===== src/conv_pkg.sv =====
package conv_pkg;

    // ------------------------------------------------------------
    // Register map (byte addresses, one 32-bit word each)
    // ------------------------------------------------------------
    localparam logic [3:0] ctrl_two_off = 4'h0;        // Control: clock-in-stop, freeze bits, continuous, channels
    localparam logic [3:0] seq_start_off = 4'h4;       // Write starts a sequence, read gives sequencer state
    localparam logic [3:0] result_off = 4'h8;          // Last stored result
    localparam logic [3:0] status_off = 4'hc;          // Not decoded, reads zero; sticky event bits are at 0x10
    localparam logic [3:0] int_clear_off = 4'h0;       // Clear register is at offset 0x14 below
    localparam logic [7:0] irq_status_off = 8'h10;     // Sticky status
    localparam logic [7:0] irq_clear_off = 8'h14;      // Write one to clear
    localparam logic [7:0] irq_enable_off = 8'h18;     // Enable mask
    localparam logic [7:0] compare_off = 8'h1c;        // Compare threshold

    // ------------------------------------------------------------
    // Field positions and reset values
    // ------------------------------------------------------------
    localparam int internal_conversion_clock_stop_bit = 0;
    localparam int frz_low_bit = 1;
    localparam int frz_high_bit = 2;
    localparam int cont_bit = 3;
    localparam int chan_lo_bit = 4;
    localparam logic [31:0] ctrl_reset = 32'h0000_0010;  // Channel field 1 (two channels when continuous), single, clock-in-stop off

    // Event bits in the interrupt status register
    localparam int ev_complete = 0;
    localparam int ev_seq_done = 1;
    localparam int ev_compare = 2;
    localparam int ev_aborted = 3;
    localparam int ev_width = 4;

    // ------------------------------------------------------------
    // Timing
    // ------------------------------------------------------------
    localparam int clk_mhz = 25;
    localparam int stop_recovery_time_ns = 1000;       // Chosen default recovery period
    localparam int stop_recovery_cycles = (stop_recovery_time_ns * clk_mhz + 999) / 1000;
    localparam int conv_cycles = 14;                   // Cycles per conversion on the bus-derived clock

    // ------------------------------------------------------------
    // Types
    // ------------------------------------------------------------
    typedef enum logic [3:0]
    {
        seq_idle = 4'h1,
        seq_conv = 4'h2,
        seq_held = 4'h4,
        seq_recover = 4'h8
    } seq_state_t;

    // System mode inputs travel together
    typedef struct packed
    {
        logic stop;
        logic wait_mode;
        logic freeze;
    } sys_mode_t;

    // Avalon-MM request
    typedef struct packed
    {
        logic [7:0] address;
        logic read;
        logic write;
        logic [31:0] writedata;
    } bus_req_t;

endpackage


===== src/clk_switch.sv =====
`timescale 1ns/1ps

// Glitch-free choice between bus-derived and internal conversion ticks.
// Both sources are tick enables in the one clock domain; a change of source
// waits until neither source is mid-pulse so no partial tick is passed on.
module clk_switch
(
    input wire logic clk,
    input wire logic rst,
    input wire logic bus_tick,
    input wire logic int_tick,
    input wire logic use_internal,
    output logic tick,
    output logic on_internal
)
;
    // ------------------------------------------------------------
    // Source selection
    // ------------------------------------------------------------
    // Switch only in a cycle where both ticks are quiet
    always_ff @(posedge clk)
    begin
        if (rst)
            on_internal <= 1'b0;
        else if (!bus_tick && !int_tick)
            on_internal <= use_internal;
    end

    // Registered tick from the currently owned source
    always_ff @(posedge clk)
    begin
        if (rst)
            tick <= 1'b0;
        else
            tick <= on_internal ? int_tick : bus_tick;
    end
endmodule


===== src/conv_ctrl.sv =====
`timescale 1ns/1ps

// What this block does
// - Single or continuous, one or several channels
// - Stop entry aborts sequence when clock-in-stop off
// - Aborted sequence restarts after stop exit
// - Restart acts like start write, clears flags
// - Clock-in-stop on keeps converting on internal clock
// - Transition-spanning conversion stores no result
// - Transition-spanning conversion sets no flag, no compare
// - Recovery period before returning to bus clock
// - Wait mode behaves exactly like run
// - Freeze: continue, finish current, or stop
module conv_ctrl
#(
    parameter int chan_count = 16,
    parameter int data_width = 12,
    parameter int bus_div = 2,
    parameter int int_div = 3
)
(
    input wire logic clk,
    input wire logic rst,
    input wire logic [7:0] avs_address,
    input wire logic avs_read,
    input wire logic avs_write,
    input wire logic [31:0] avs_writedata,
    output logic [31:0] avs_readdata,
    output logic avs_waitrequest,
    input wire conv_pkg::sys_mode_t sys_mode,
    input wire logic [data_width-1:0] sample_in,
    output logic [3:0] sample_channel,
    output logic irq,
    output logic recovering
)
;
    // ------------------------------------------------------------
    // Declarations
    // ------------------------------------------------------------
    conv_pkg::seq_state_t state_reg;             // Sequencer state
    logic [31:0] ctrl_reg;                       // Control register
    logic [31:0] compare_reg;                    // Compare threshold
    logic [data_width-1:0] result_reg;           // Last stored result
    logic [conv_pkg::ev_width-1:0] irq_status_reg;  // Sticky events
    logic [conv_pkg::ev_width-1:0] irq_enable_reg;  // Event mask
    logic [conv_pkg::ev_width-1:0] ev_set;       // Events this cycle
    logic [chan_count-1:0] ccf_reg;              // Per-channel complete flags
    logic [4:0] conv_cnt_reg;                    // Ticks inside a conversion
    logic [3:0] chan_reg;                        // Channel being converted
    logic [4:0] seq_left_reg;                    // Conversions left in sequence
    logic [15:0] recov_cnt_reg;                  // Recovery countdown
    logic pending_restart_reg;                   // Sequence aborted by stop
    logic spanned_reg;                           // Run/stop edge during conversion
    logic stop_d_reg;                            // Previous stop level
    logic [3:0] bus_div_reg;                     // Bus tick divider
    logic [3:0] int_div_reg;                     // Internal tick divider
    logic bus_tick;
    logic int_tick;
    logic tick;
    logic on_internal;
    logic start_wr;
    logic stop_rise;
    logic stop_fall;
    logic frozen_hold;
    logic conv_done;
    logic [4:0] seq_len;

    // Control fields
    wire internal_conversion_clock_stop = ctrl_reg[conv_pkg::internal_conversion_clock_stop_bit];
    wire frz_low = ctrl_reg[conv_pkg::frz_low_bit];
    wire frz_high = ctrl_reg[conv_pkg::frz_high_bit];
    wire cont_mode = ctrl_reg[conv_pkg::cont_bit];

    // ------------------------------------------------------------
    // Bus slave
    // ------------------------------------------------------------
    // Waitrequest idles high and drops for one cycle once a request is seen;
    // a registered waitrequest cannot rise in the first cycle of a read, so every
    // access, write included, costs one wait cycle
    always_ff @(posedge clk)
    begin
        if (rst)
            avs_waitrequest <= 1'b1;
        else
            avs_waitrequest <= !((avs_read || avs_write) && avs_waitrequest);
    end

    // Read mux; unmapped addresses read zero
    always_ff @(posedge clk)
    begin
        if (rst)
            avs_readdata <= 32'h0000_0000;
        else if (avs_address == {4'h0, conv_pkg::ctrl_two_off})
            avs_readdata <= ctrl_reg;
        else if (avs_address == {4'h0, conv_pkg::seq_start_off})
            avs_readdata <= 32'({ccf_reg, state_reg, seq_left_reg});
        else if (avs_address == {4'h0, conv_pkg::result_off})
            avs_readdata <= 32'(result_reg);
        else if (avs_address == conv_pkg::irq_status_off)
            avs_readdata <= 32'(irq_status_reg);
        else if (avs_address == conv_pkg::irq_enable_off)
            avs_readdata <= 32'(irq_enable_reg);
        else if (avs_address == conv_pkg::compare_off)
            avs_readdata <= compare_reg;
        else
            avs_readdata <= 32'h0000_0000;
    end

    // Writes take effect only at the edge where the request is accepted
    wire wr_ok = avs_write && !avs_waitrequest;
    assign start_wr = wr_ok && avs_address == {4'h0, conv_pkg::seq_start_off};

    // Control register
    always_ff @(posedge clk)
    begin
        if (rst)
            ctrl_reg <= conv_pkg::ctrl_reset;
        else if (wr_ok && avs_address == {4'h0, conv_pkg::ctrl_two_off})
            ctrl_reg <= avs_writedata;
    end

    // Compare threshold
    always_ff @(posedge clk)
    begin
        if (rst)
            compare_reg <= 32'h0000_0000;
        else if (wr_ok && avs_address == conv_pkg::compare_off)
            compare_reg <= avs_writedata;
    end

    // Interrupt enable
    always_ff @(posedge clk)
    begin
        if (rst)
            irq_enable_reg <= '0;
        else if (wr_ok && avs_address == conv_pkg::irq_enable_off)
            irq_enable_reg <= avs_writedata[conv_pkg::ev_width-1:0];
    end

    // Sticky status; a new event wins over a clear in the same cycle
    always_ff @(posedge clk)
    begin
        if (rst)
            irq_status_reg <= '0;
        else if (wr_ok && avs_address == conv_pkg::irq_clear_off)
            irq_status_reg <= (irq_status_reg & ~avs_writedata[conv_pkg::ev_width-1:0]) | ev_set;
        else
            irq_status_reg <= irq_status_reg | ev_set;
    end

    // Level interrupt
    always_ff @(posedge clk)
    begin
        if (rst)
            irq <= 1'b0;
        else
            irq <= |((irq_status_reg | ev_set) & irq_enable_reg);
    end

    // ------------------------------------------------------------
    // Conversion tick sources
    // ------------------------------------------------------------
    // Bus-derived and internal ticks; the internal one runs regardless of stop
    always_ff @(posedge clk)
    begin
        if (rst)
        begin
            bus_div_reg <= 4'h0;
            int_div_reg <= 4'h0;
        end
        else
        begin
            bus_div_reg <= (bus_div_reg == 4'(bus_div - 1)) ? 4'h0 : bus_div_reg + 4'h1;
            int_div_reg <= (int_div_reg == 4'(int_div - 1)) ? 4'h0 : int_div_reg + 4'h1;
        end
    end
    // Bus clock is gated while the system sits in stop
    assign bus_tick = bus_div_reg == 4'h0 && !sys_mode.stop;
    assign int_tick = int_div_reg == 4'h0;

    clk_switch u_clk_switch
    (
        .clk(clk),
        .rst(rst),
        .bus_tick(bus_tick),
        .int_tick(int_tick),
        .use_internal(internal_conversion_clock_stop && (sys_mode.stop || state_reg == conv_pkg::seq_recover)),
        .tick(tick),
        .on_internal(on_internal)
    );

    // ------------------------------------------------------------
    // Mode edges and freeze
    // ------------------------------------------------------------
    always_ff @(posedge clk)
    begin
        if (rst)
            stop_d_reg <= 1'b0;
        else
            stop_d_reg <= sys_mode.stop;
    end
    assign stop_rise = sys_mode.stop && !stop_d_reg;
    assign stop_fall = !sys_mode.stop && stop_d_reg;

    // Freeze: 00 continue, 01 reserved as continue, 10 finish current, 11 stop now
    assign frozen_hold = sys_mode.freeze && frz_high && (frz_low || conv_cnt_reg == 5'd0);
    // Wait mode deliberately has no term here: same as run

    assign seq_len = cont_mode ? 5'(ctrl_reg[conv_pkg::chan_lo_bit +: 4]) + 5'd1 : 5'd1;
    assign conv_done = state_reg == conv_pkg::seq_conv && tick && !frozen_hold
                       && conv_cnt_reg == 5'(conv_pkg::conv_cycles - 1);

    // ------------------------------------------------------------
    // Sequencer
    // ------------------------------------------------------------
    always_ff @(posedge clk)
    begin
        if (rst)
        begin
            state_reg <= conv_pkg::seq_idle;
            conv_cnt_reg <= 5'd0;
            chan_reg <= 4'h0;
            seq_left_reg <= 5'd0;
            pending_restart_reg <= 1'b0;
            recov_cnt_reg <= 16'h0000;
        end
        else if (stop_rise && !internal_conversion_clock_stop && state_reg == conv_pkg::seq_conv)
        begin
            state_reg <= conv_pkg::seq_held;
            conv_cnt_reg <= 5'd0;
            pending_restart_reg <= 1'b1;
        end
        else if (start_wr || (state_reg == conv_pkg::seq_held && !sys_mode.stop && pending_restart_reg))
        begin
            state_reg <= conv_pkg::seq_conv;
            conv_cnt_reg <= 5'd0;
            chan_reg <= 4'h0;
            seq_left_reg <= seq_len;
            pending_restart_reg <= 1'b0;
        end
        else if (stop_fall && internal_conversion_clock_stop && on_internal)
        begin
            // Hold off bus-clock use until the internal clock has been released
            state_reg <= conv_pkg::seq_recover;
            recov_cnt_reg <= 16'(conv_pkg::stop_recovery_cycles);
            conv_cnt_reg <= 5'd0;
            pending_restart_reg <= state_reg == conv_pkg::seq_conv;
        end
        else if (state_reg == conv_pkg::seq_recover)
        begin
            if (recov_cnt_reg <= 16'h0001)
                state_reg <= pending_restart_reg ? conv_pkg::seq_conv : conv_pkg::seq_idle;
            recov_cnt_reg <= recov_cnt_reg - 16'h0001;
            pending_restart_reg <= 1'b0;
        end
        else if (state_reg == conv_pkg::seq_conv && tick && !frozen_hold)
        begin
            // Keeps running through stop on the internal clock
            conv_cnt_reg <= conv_done ? 5'd0 : conv_cnt_reg + 5'd1;
            if (conv_done)
            begin
                chan_reg <= chan_reg + 4'h1;
                if (seq_left_reg == 5'd1)
                begin
                    seq_left_reg <= seq_len;
                    chan_reg <= 4'h0;
                    if (!cont_mode)
                        state_reg <= conv_pkg::seq_idle;
                end
                else
                    seq_left_reg <= seq_left_reg - 5'd1;
            end
        end
    end

    // A run/stop edge during a conversion taints that conversion
    always_ff @(posedge clk)
    begin
        if (rst)
            spanned_reg <= 1'b0;
        else if (conv_done || start_wr || state_reg == conv_pkg::seq_held)
            spanned_reg <= 1'b0;  // An aborted conversion must not taint the restart
        else if ((stop_rise || stop_fall) && state_reg == conv_pkg::seq_conv)
            spanned_reg <= 1'b1;
    end

    // ------------------------------------------------------------
    // Results and flags
    // ------------------------------------------------------------
    wire good_done = conv_done && !spanned_reg && !(stop_rise || stop_fall);
    wire restart = state_reg == conv_pkg::seq_held && !sys_mode.stop && pending_restart_reg;

    always_ff @(posedge clk)
    begin
        if (rst)
            result_reg <= '0;
        else if (good_done)
            result_reg <= sample_in;
    end

    // Complete flags: cleared on any start, hardware or software
    always_ff @(posedge clk)
    begin
        if (rst)
            ccf_reg <= '0;
        else if (start_wr || restart)
            ccf_reg <= '0;
        else if (good_done)
            ccf_reg[chan_reg] <= 1'b1;
    end

    // Events feeding the sticky status
    always_comb
    begin
        ev_set = '0;
        ev_set[conv_pkg::ev_complete] = good_done;
        ev_set[conv_pkg::ev_seq_done] = good_done && seq_left_reg == 5'd1;
        ev_set[conv_pkg::ev_compare] = good_done && 32'(sample_in) >= compare_reg;
        ev_set[conv_pkg::ev_aborted] = stop_rise && !internal_conversion_clock_stop && state_reg == conv_pkg::seq_conv;
    end

    // Output registers
    always_ff @(posedge clk)
    begin
        if (rst)
        begin
            sample_channel <= 4'h0;
            recovering <= 1'b0;
        end
        else
        begin
            sample_channel <= chan_reg;
            recovering <= state_reg == conv_pkg::seq_recover;
        end
    end
endmodule


===== config.mk =====
export PLATFORM = sky130hd
export DESIGN_NAME = conv_ctrl
export DESIGN_NICKNAME = d
export VERILOG_FILES = /design/src/conv_pkg.sv /design/src/clk_switch.sv /design/src/conv_ctrl.sv
export SDC_FILE = /design/constraint.sdc
export NUM_CORES = 1
export LEC_CHECK = 0
export ABC_CLOCK_PERIOD_IN_PS = 2400
export BUFFER_PORTS_ARGS = -buffer_cell sky130_fd_sc_hd__buf_2
export CELL_PAD_IN_SITES_DETAIL_PLACEMENT = 0
export CELL_PAD_IN_SITES_GLOBAL_PLACEMENT = 2
export CORE_UTILIZATION = 25
export DETAILED_ROUTE_END_ITERATION = 8
export GPL_TIMING_DRIVEN = 0
export PLACE_DENSITY = 0.74
export SKIP_CTS_REPAIR_TIMING = 1
export SYNTH_ARGS = -nofsm -noshare
export SYNTH_HDL_FRONTEND = slang
export SYNTH_HIERARCHICAL = 1
export SYNTH_SLANG_ARGS = --single-unit

===== constraint.sdc =====
create_clock -name clk -period 2.4 [get_ports clk]
set_input_delay 0.12 -clock clk [delete_from_list [all_inputs] [get_ports clk]]
set_output_delay 0.12 -clock clk [all_outputs]
set_load 0.02 [all_outputs]

After elaboration in Yosys (flattened, before gate mapping). Cells that the tools add are included.

Register bits: 186. Latch bits: 0. RAM bits: 0. Memory bits (read-only): 0. Input bits: 59. Output and inout port bits: 39. Word-level logic and storage cells: 183. Memories kept: 0.

Add/sub/neg operators: 7. Multiply operators: 0. Div/mod/pow operators: 0. $lt $le $gt $ge: 4. Equality and inequality tests: 21. Shifts and indexed selects: 0. Multiplexer cells: 40. Bitwise logic cells: 9. Reductions and logical operators: 77.

Operator list (count): two-way mux 32 bit (6); two-way mux 4 bit (14); two-way mux 5 bit (8); == test 8 x 5 -> 1 bit, second input constant (4); >= comparator 12 x 32 -> 1 bit (1); two-way mux 16 bit (2); logical AND 1 bit (29); AND reduction 5 bit (4); <= comparator 16 x 1 -> 1 bit, second input constant (1); OR 16 bit (1); nonzero test 4 bit (4); subtractor 16 x 1 -> 16 bit, second input constant (1); nonzero test 5 bit (3); adder 4 x 1 -> 4 bit, second input constant (3); zero test 1 bit (10); OR reduction 2 bit (5); nonzero test 3 bit (3); AND 4 bit (2); == test 4 x 2 -> 1 bit, second input constant (2); == test 8 x 3 -> 1 bit, second input constant (1); == test 8 x 4 -> 1 bit, second input constant (1); zero test 4 bit (2); zero test 8 bit (1); OR 4 bit (2); other kinds (31) (48).

Depth between registers and ports, before layout. Gate-level depths: netlist (run 1).

Depth after elaboration: 12. Gate-level depth with buffers: 9. Gate-level depth less buffers: 7.

Hierarchy. The synthesis (run 1) kept the hierarchy.

By module, submodules not included: conv_ctrl (instances 1, cells an instance 952, area an instance 7990.2 µm², seq. area each 3683.5 µm²); clk_switch (instances 1, cells an instance 7, area an instance 72.6 µm², seq. area each 40.0 µm²).

Worst setup path before layout (run 1). Ideal clock, no wire load.

Path kind: flip-flop to flip-flop. Start point: reg conv_cnt_reg[0]. End point: reg state_reg[0]. Library setup time: 0.122 ns. Data arrival time: 2.233 ns. Data required time: 2.278 ns. Slack: 0.045 ns. Stages on the path, launching flop included: 10. Buffers on the path: 2. Clock period less this slack: 2.355 ns. Cell sequence: dfxtp_1 > inv_1 > ha_1 > nor4b_1 > o211a_1 > clkbuf_1 > or4_1 > buf_2 > and4_1 > a311o_1.

Cells in the longest elaborated chain, start to end: 8. Elaborated cells on any way between the ends: 10. Those cells by class: eq/ne (1); reduce/logical (9).

RTL lines: start, declared (RTL line conv_ctrl.sv:48) `logic [4:0] conv_cnt_reg;`; start signal, assigned (RTL line conv_ctrl.sv:259) `conv_cnt_reg <= conv_done ? 5'd0 : conv_cnt_reg + 5'd1;`; zero test 5 bit (RTL line conv_ctrl.sv:206) `assign frozen_hold = sys_mode.freeze && frz_high && (frz_low || conv_cnt_reg == 5'd0);`; logical OR 1 bit (RTL line conv_ctrl.sv:206); logical AND 1 bit (RTL line conv_ctrl.sv:206); zero test 1 bit (RTL line conv_ctrl.sv:210, conv_ctrl.sv:256); logical AND 1 bit (RTL line conv_ctrl.sv:210, conv_ctrl.sv:256); logical AND 1 bit (RTL line conv_ctrl.sv:211) `&& conv_cnt_reg == 5'(conv_pkg::conv_cycles - 1);`; nonzero test 5 bit (no source line); AND reduction 5 bit (no source line) (*); end signal, assigned (RTL line conv_ctrl.sv:220) `state_reg <= conv_pkg::seq_idle;`; end signal, assigned (RTL line conv_ctrl.sv:252) `state_reg <= pending_restart_reg ? conv_pkg::seq_conv : conv_pkg::seq_idle;`; end signal, assigned (RTL line conv_ctrl.sv:268) `state_reg <= conv_pkg::seq_idle;`; end, declared (RTL line conv_ctrl.sv:40) `conv_pkg::seq_state_t state_reg;`.

Mark *: on every way between the ends. The rest lies on a longest branch, timed or not. A chain may end at the register's enable or synchronous reset.

Worst setup path in the final report (run 1).
Start point: reg seq_left_reg[0]. End point: reg state_reg[0].

Cells in the longest elaborated chain, start to end: 3.

RTL lines: start, declared (RTL line conv_ctrl.sv:50) `logic [4:0] seq_left_reg;`; start signal, assigned (RTL line conv_ctrl.sv:238) `seq_left_reg <= seq_len;`; start signal, assigned (RTL line conv_ctrl.sv:265) `seq_left_reg <= seq_len;`; start signal, assigned (RTL line conv_ctrl.sv:271) `seq_left_reg <= seq_left_reg - 5'd1;`; == test 5 x 1 -> 1 bit (RTL line conv_ctrl.sv:263) `if (seq_left_reg == 5'd1)`; nonzero test 5 bit (no source line); AND reduction 5 bit (no source line); end signal, assigned (RTL line conv_ctrl.sv:244) `state_reg <= conv_pkg::seq_recover;`; end signal, assigned (RTL line conv_ctrl.sv:252); end signal, assigned (RTL line conv_ctrl.sv:268).

Every way passes these cells.

==> results.yml, run 1 <==
outcome:
  status: "complete, no violations"
placement:
  dpl.hpwl_um: 20160
  portBuffers: 95
  place_congestion: 0.8396
  place_ws_ns: -0.4890
  placed_cells: 1456
  dpl_cell_area_mm2: 0.009041
pwr:
  p_sw_share_pct: 25.80
  p_leak_nw: 3.780
  power.internal_mw: 4.643
  p_per_area_mw_per_mm2: 610.0
  seq_power_share_pct: 49.9
  comb_power_share_pct: 5.5
  switching_power_mw: 1.614
  pwr-share-clk_pct: 44.6
  irDropWorstVdd_uv: 408.3
  power_mw: 6.258
final_layout:
  synthToLayoutAreaGrowth_pct: 27.23
  multi_input_area_mm2: 0.004078
  layout.area.seq_mm2: 0.003732
  finalInstanceArea_mm2: 0.01026
  layout-drive-gt1-share_pct: 15.43
  final_cell_count_no_fill: 1543
  antenna_cells: 0
  nets: 1219
  post-route-util_pct: 32.43
  num-fill-cells: 3440
sta:
  finalSetupViolations: 0
  period_share_pct: 96.99
  tightestPinTransition_ns: 0.8820
  fin_crit_ns: 2.328
  fmax_ghz: 0.4296
  max_slew_margin_pct: 40.75
  timing.hold.ws_ns: 0.001367
  fin_skew_ns: 0.01295
  fin_ws_ns: 0.07227
  hold_viol: 0
  rsz0062_at_grt: "true"
  finalSetupTns_ns: 0
  slew_violations: 0
synthesis:
  ys_warn_count: 6
  ys_seq_area_share_pct: 46.18
  synth_largest_area_cell: "dfxtp_1"
  netlist_instances: 959
  synth_area_per_cell_um2: 8.407
  synthDistinctLibCells: 60
  synth_edf_count: 0
  synth_top_cell_area_share_pct: 46.18
  postSynth.asyncResetShare_pct: 0
  yosys-top-cells-area: "dfxtp_1 (46%), nand2_1 (8.3%), a21oi_1 (7.4%)"
  ys.flop_type: "dfxtp_1"
  synth-seq-cells: 186
  syn_area_mm2: 0.008063
  synth_fp_nets: 1050
critical_path:
  setup.worst_path.end_class: "flop"
  crit_type: "flop to flop"
  crit_arrival_ns: 2.66
  worstPathRequired_ns: 2.73
  path_cells: "ha_1 > or4b_4 > or4_4 > buf_6 > and4_1 > a311o_1"
  worst_path_max_delay_cell: "or4b_4"
  crit_fanout: 7
  max_stage_delay_ns: 0.52
  reg2reg_slack_ns: 0.07
  cp_top_family: "simple AND/OR/NAND/NOR gates"
  crit_path_start_kind: "flop"
  critPathBufInv: 1
die:
  die_h_um: 181.6
  fp.coreArea_mm2: 0.03164
  dieArea_mm2: 0.03297
  rows: 65
  ioPinCount: 98
  start_util_pct: 25.49
  die_x_um: 181.6
job:
  cap_violations: 0
global_route:
  grt_pass1_vias: 7046
  grt_start_max_net_pins: 20
  antenna_found_initial: 0
  overflow: 0
  grt_pass1_wl_um: 41310
  track_usage_pct: 16.37
cts:
  cts_buffer_depth: 2
  clkSinkCount: 186
  cts_root_buffer: "clkbuf_16"
  cts_buffers: 17
  worstSkewPairLatency_ns: 0.45
  clk_pin_slew_ns: 0.08
  cts_tree: "yes"
  cts_max_level: 4
drt:
  drc_errors: 0
  num_vias: 7461
  ant_nets: 0
  viasPerCell: 4.835
  drt-initial-drc-count: 544
  drtPass1Iterations: 6
  wl_um: 27000
  wl_per_cell_um: 17.50
min_path:
  worst_hold_path_type: "primary input to flop"
worst min-delay path, cell delays in order:
cell and delay [ns]:
buf_2 0.14, inv_1 0.10, nor2_1 0.05
power groups by stage:
stage	Combinational (mW)	Sequential [mW]	Clock, mW
after floorplan	0.138	3.19	0
after global placement	0.283	3.20	0
after detailed placement	0.285	3.20	0
after CTS	0.286	3.12	2.88
after global routing	0.385	3.13	3.00
final	0.343	3.12	2.79
synth_stat cells (8+ instances only):
| cell | instances |
|---|---|
| dfxtp_1 | 186 |
| or3_1 | 11 |
| nand2_1 | 179 |
| mux2i_1 | 9 |
| or4_1 | 9 |
| inv_1 | 36 |
| nor2_1 | 81 |
| o21ai_0 | 22 |
| a31oi_1 | 19 |
| nand4_1 | 11 |
| a21oi_1 | 120 |
| a22oi_1 | 27 |
| a211oi_1 | 8 |
| nor4b_1 | 9 |
| ha_1 | 32 |
| a222oi_1 | 14 |
| clkbuf_1 | 45 |
| nand3_1 | 14 |
| nor4_1 | 11 |
| nor3_1 | 14 |
path summary, 6_finish.rpt:
path,from,end,cells after the start
max reg2reg,seq_left_reg[0],state_reg[0],6
min,sys_mode[2],stop_d_reg,3
max,seq_left_reg[0],state_reg[0],6
min reg2reg,ctrl_reg[29],ctrl_reg[29],2
final cells by class:
cell class | instances | area share (%)
Inverter | 36 | 1.317
Sequential cell | 186 | 36.38
Tap cell | 402 | 4.903
Clock buffer | 18 | 4.183
Timing Repair Buffer | 152 | 9.928
Multi-Input combinational cell | 685 | 39.75
Buffer | 50 | 2.110
Clock inverter | 14 | 1.427
logic make-up (layout without fill, tap and decap cells):
group	count (synthesis)	after routing	share of synthesized area (%)
simple gates	385	385	22.86
buf+inv	88	270	4.236
flops	186	186	46.18
mux	14	14	1.816
compound gates	242	242	18.64
xor+xnor	12	12	1.304
fa+ha+maj	32	32	4.966
routing by layer:
layer / vias to the layer above / global-route usage (%) / share of wire [%]
li1: 3756 / - / -
met2: 157 / 26.85 / 47
met1: 3532 / 22.11 / 48
met3: 16 / 3.028 / 3.7
met4: 0 / 3.932 / 1.1
met5: - / 0 / 0
cells in the final DEF, fill, tap and decap left out, types with 17 or more instances in the layout:
cell and instances:
a21oi_1 119, a22oi_1 27, a31oi_1 19, buf_2 97, clkbuf_1 40, clkbuf_16 17
dfxtp_1 181, dlygate4sd3_1 47, ha_1 32, inv_1 36, nand2_1 178, nor2_1 81
o21ai_0 22
Power figures use the tool's default switching activity.
==> run 2, diff against run 1 <==
Settings changed: ABC_AREA set to 1, CAP_MARGIN set to 0, GPL_ROUTABILITY_DRIVEN set to 0, PLACE_DENSITY 0.74 to 0.77.
==> results.yml, run 2 <==
outcome:
  status: "finished with violations"
  violations: "hold timing"
placement:
  dpl.hpwl_um: 20100
  portBuffers: 96
  placed_cells: 1680
  dpl_cell_area_mm2: 0.009403
die:
  ioPinCount: 98
  die_h_um: 185.0
  die_x_um: 185.0
  rows: 66
  dieArea_mm2: 0.03421
  start_util_pct: 25.59
  fp.coreArea_mm2: 0.03270
critical_path:
  worstPathRequired_ns: 2.73
  worst_path_max_delay_cell: "clkbuf_1"
  crit_arrival_ns: 2.58
  crit_path_start_kind: "primary input"
  path_cells: "buf_2 > clkinv_1 > clkbuf_1 > clkbuf_1 > o211ai_1 > dlygate4sd3_1"
  crit_type: "primary input to flop"
  reg2reg_from: "seq_left_reg[0]"
  max_stage_delay_ns: 0.72
  cpMostUsedCell: "clkbuf_1"
  crit_fanout: 10
  setup.worst_path.end_class: "flop"
  crit_start: "rst"
pwr:
  irDropWorstVdd_uv: 483.3
  p_per_area_mw_per_mm2: 621.8
  p_leak_nw: 4.544
  power_mw: 6.395
sta:
  max_slew_margin_pct: 41.47
  hold_viol: 3
  period_share_pct: 93.63
  finalSetupViolations: 0
  fmax_ghz: 0.4450
  timing.hold.ws_ns: -0.01151
  tightestPinTransition_ns: 0.8780
  rsz0062_at_grt: "false"
  fin_skew_ns: 0.01399
  fin_crit_ns: 2.247
  finalSetupTns_ns: 0
  slew_violations: 0
synthesis:
  synthTopCellsByCount: "nor2_1 (192), dfxtp_1 (186), inv_1 (142), nand2_1 (124)"
  syn_area_mm2: 0.008369
  synthMostInstantiatedCell: "nor2_1"
  synth_edf_count: 0
  post_synth_fa_ha_maj_area_fraction_pct: 4.784
  synth_xor_area_share_pct: 1.151
  synth_area_per_cell_um2: 7.329
  synth_top_cell_area_share_pct: 44.49
  synth_top_family_by_area: "simple AND/OR/NAND/NOR gates"
  ys_seq_area_share_pct: 44.49
  synth_largest_area_cell: "dfxtp_1"
  postSynth.asyncResetShare_pct: 0
  yosys.area_share.simple_pct: 23.34
  yosys-top-cells-area: "dfxtp_1 (44%), nor2_1 (8.6%), inv_1 (6.4%)"
  synth_fp_nets: 1233
  synthDistinctLibCells: 43
  synth-seq-cells: 186
  synth-compound-area-share_pct: 16.94
  synth_mux_area_share_pct: 0
  netlist_instances: 1142
  ys.flop_type: "dfxtp_1"
  ys_warn_count: 6
drt:
  ant_nets: 0
  wl_um: 26420
  viasPerCell: 4.466
  drc_errors: 0
  num_vias: 7776
  drt-initial-drc-count: 457
  drtPass1Iterations: 6
  wl_per_cell_um: 15.18
final_layout:
  most-common-layout-cells: "nor2_1 (192), dfxtp_1 (186), inv_1 (142), nand2_1 (124), buf_2 (109)"
  antenna_cells: 0
  multi_input_area_mm2: 0.003867
  synthToLayoutAreaGrowth_pct: 22.89
  final_cell_count_no_fill: 1741
  layout.area.seq_mm2: 0.003724
  num-fill-cells: 3670
  layout_commonest_cell: "nor2_1"
  layout-drive-gt1-share_pct: 13.32
  finalInstanceArea_mm2: 0.01028
  nets: 1377
cts:
  cts_root_buffer: "clkbuf_16"
  cts_tree: "yes"
  cts_buffer_depth: 2
  clkSinkCount: 186
  worstSkewPairLatency_ns: 0.44
  clk_pin_slew_ns: 0.08
  cts_max_level: 4
  cts_buffers: 17
global_route:
  grt_start_max_net_pins: 18
  grt_pass1_wl_um: 41620
  overflow: 0
  grt_pass1_vias: 7467
  antenna_found_initial: 0
  track_usage_pct: 15.98
job:
  cap_violations: 0
min_path:
  min_from: "avs_writedata[7]"
  worst_hold_path_type: "primary input to flop"
-- run 2: worst paths after layout --
kind | to | slack [ns] | cells after the start
max | avs_waitrequest | 0.15 | 6
max reg2reg | seq_left_reg[2] | 0.28 | 9
min reg2reg | result_reg[2] | 0.45 | 2
min | compare_reg[7] | -0.01 | 3
-- run 2: metrics by stage --
stage / setup slack [ns] / util (%)
detailed placement: 0.1824 / 28.75
CTS: 0.2326 / 30.56
global route: 0.03716 / 31.45
global placement: 0.1210 / 28.75
finish: 0.1530 / 31.45
floorplan: 0.7469 / -
-- run 2: routing by layer --
layer	vias up	track usage [%]	routed length (um)
met5	-	0	0
met1	3594	21.69	12860
met3	26	2.654	933
met4	0	5.124	430
met2	150	25.62	12200
li1	4006	-	-
-- run 2: area by class of cell --
| cell class | instances | area share [%] |
|---|---|---|
| Clock inverter | 13 | 1.533 |
| Clock buffer | 19 | 4.209 |
| Multi-Input combinational cell | 758 | 37.60 |
| Buffer | 45 | 1.959 |
| Inverter | 153 | 5.620 |
| Sequential cell | 186 | 36.20 |
| Tap cell | 442 | 5.377 |
| Timing Repair Buffer | 125 | 7.494 |
-- run 2: power breakdown --
| group | leakage (nW) | internal, mW | switching [mW] |
|---|---|---|---|
| clock | 0.287 | 1.57 | 1.34 |
| sequential | 1.50 | 3.11 | 0.0229 |
| combinational | 2.76 | 0.139 | 0.214 |
| total | 4.54 | 4.81 | 1.58 |
-- run 2: critical path: cells and delay by family --
family | cells | cell delay, ns
buffers and inverters | 5 | 2.26
AOI/OAI and AO/OA | 1 | 0.18
-- run 2: cells by family (layout without fill, tap and decap cells) --
family,Yosys count,count (layout)
AOI/OAI and AO/OA,267,267
xor gates and xnor gates,11,11
adders and majority gates,32,32
buffers and inverters,198,355
DFF,186,186
and+or+nand+nor,448,448
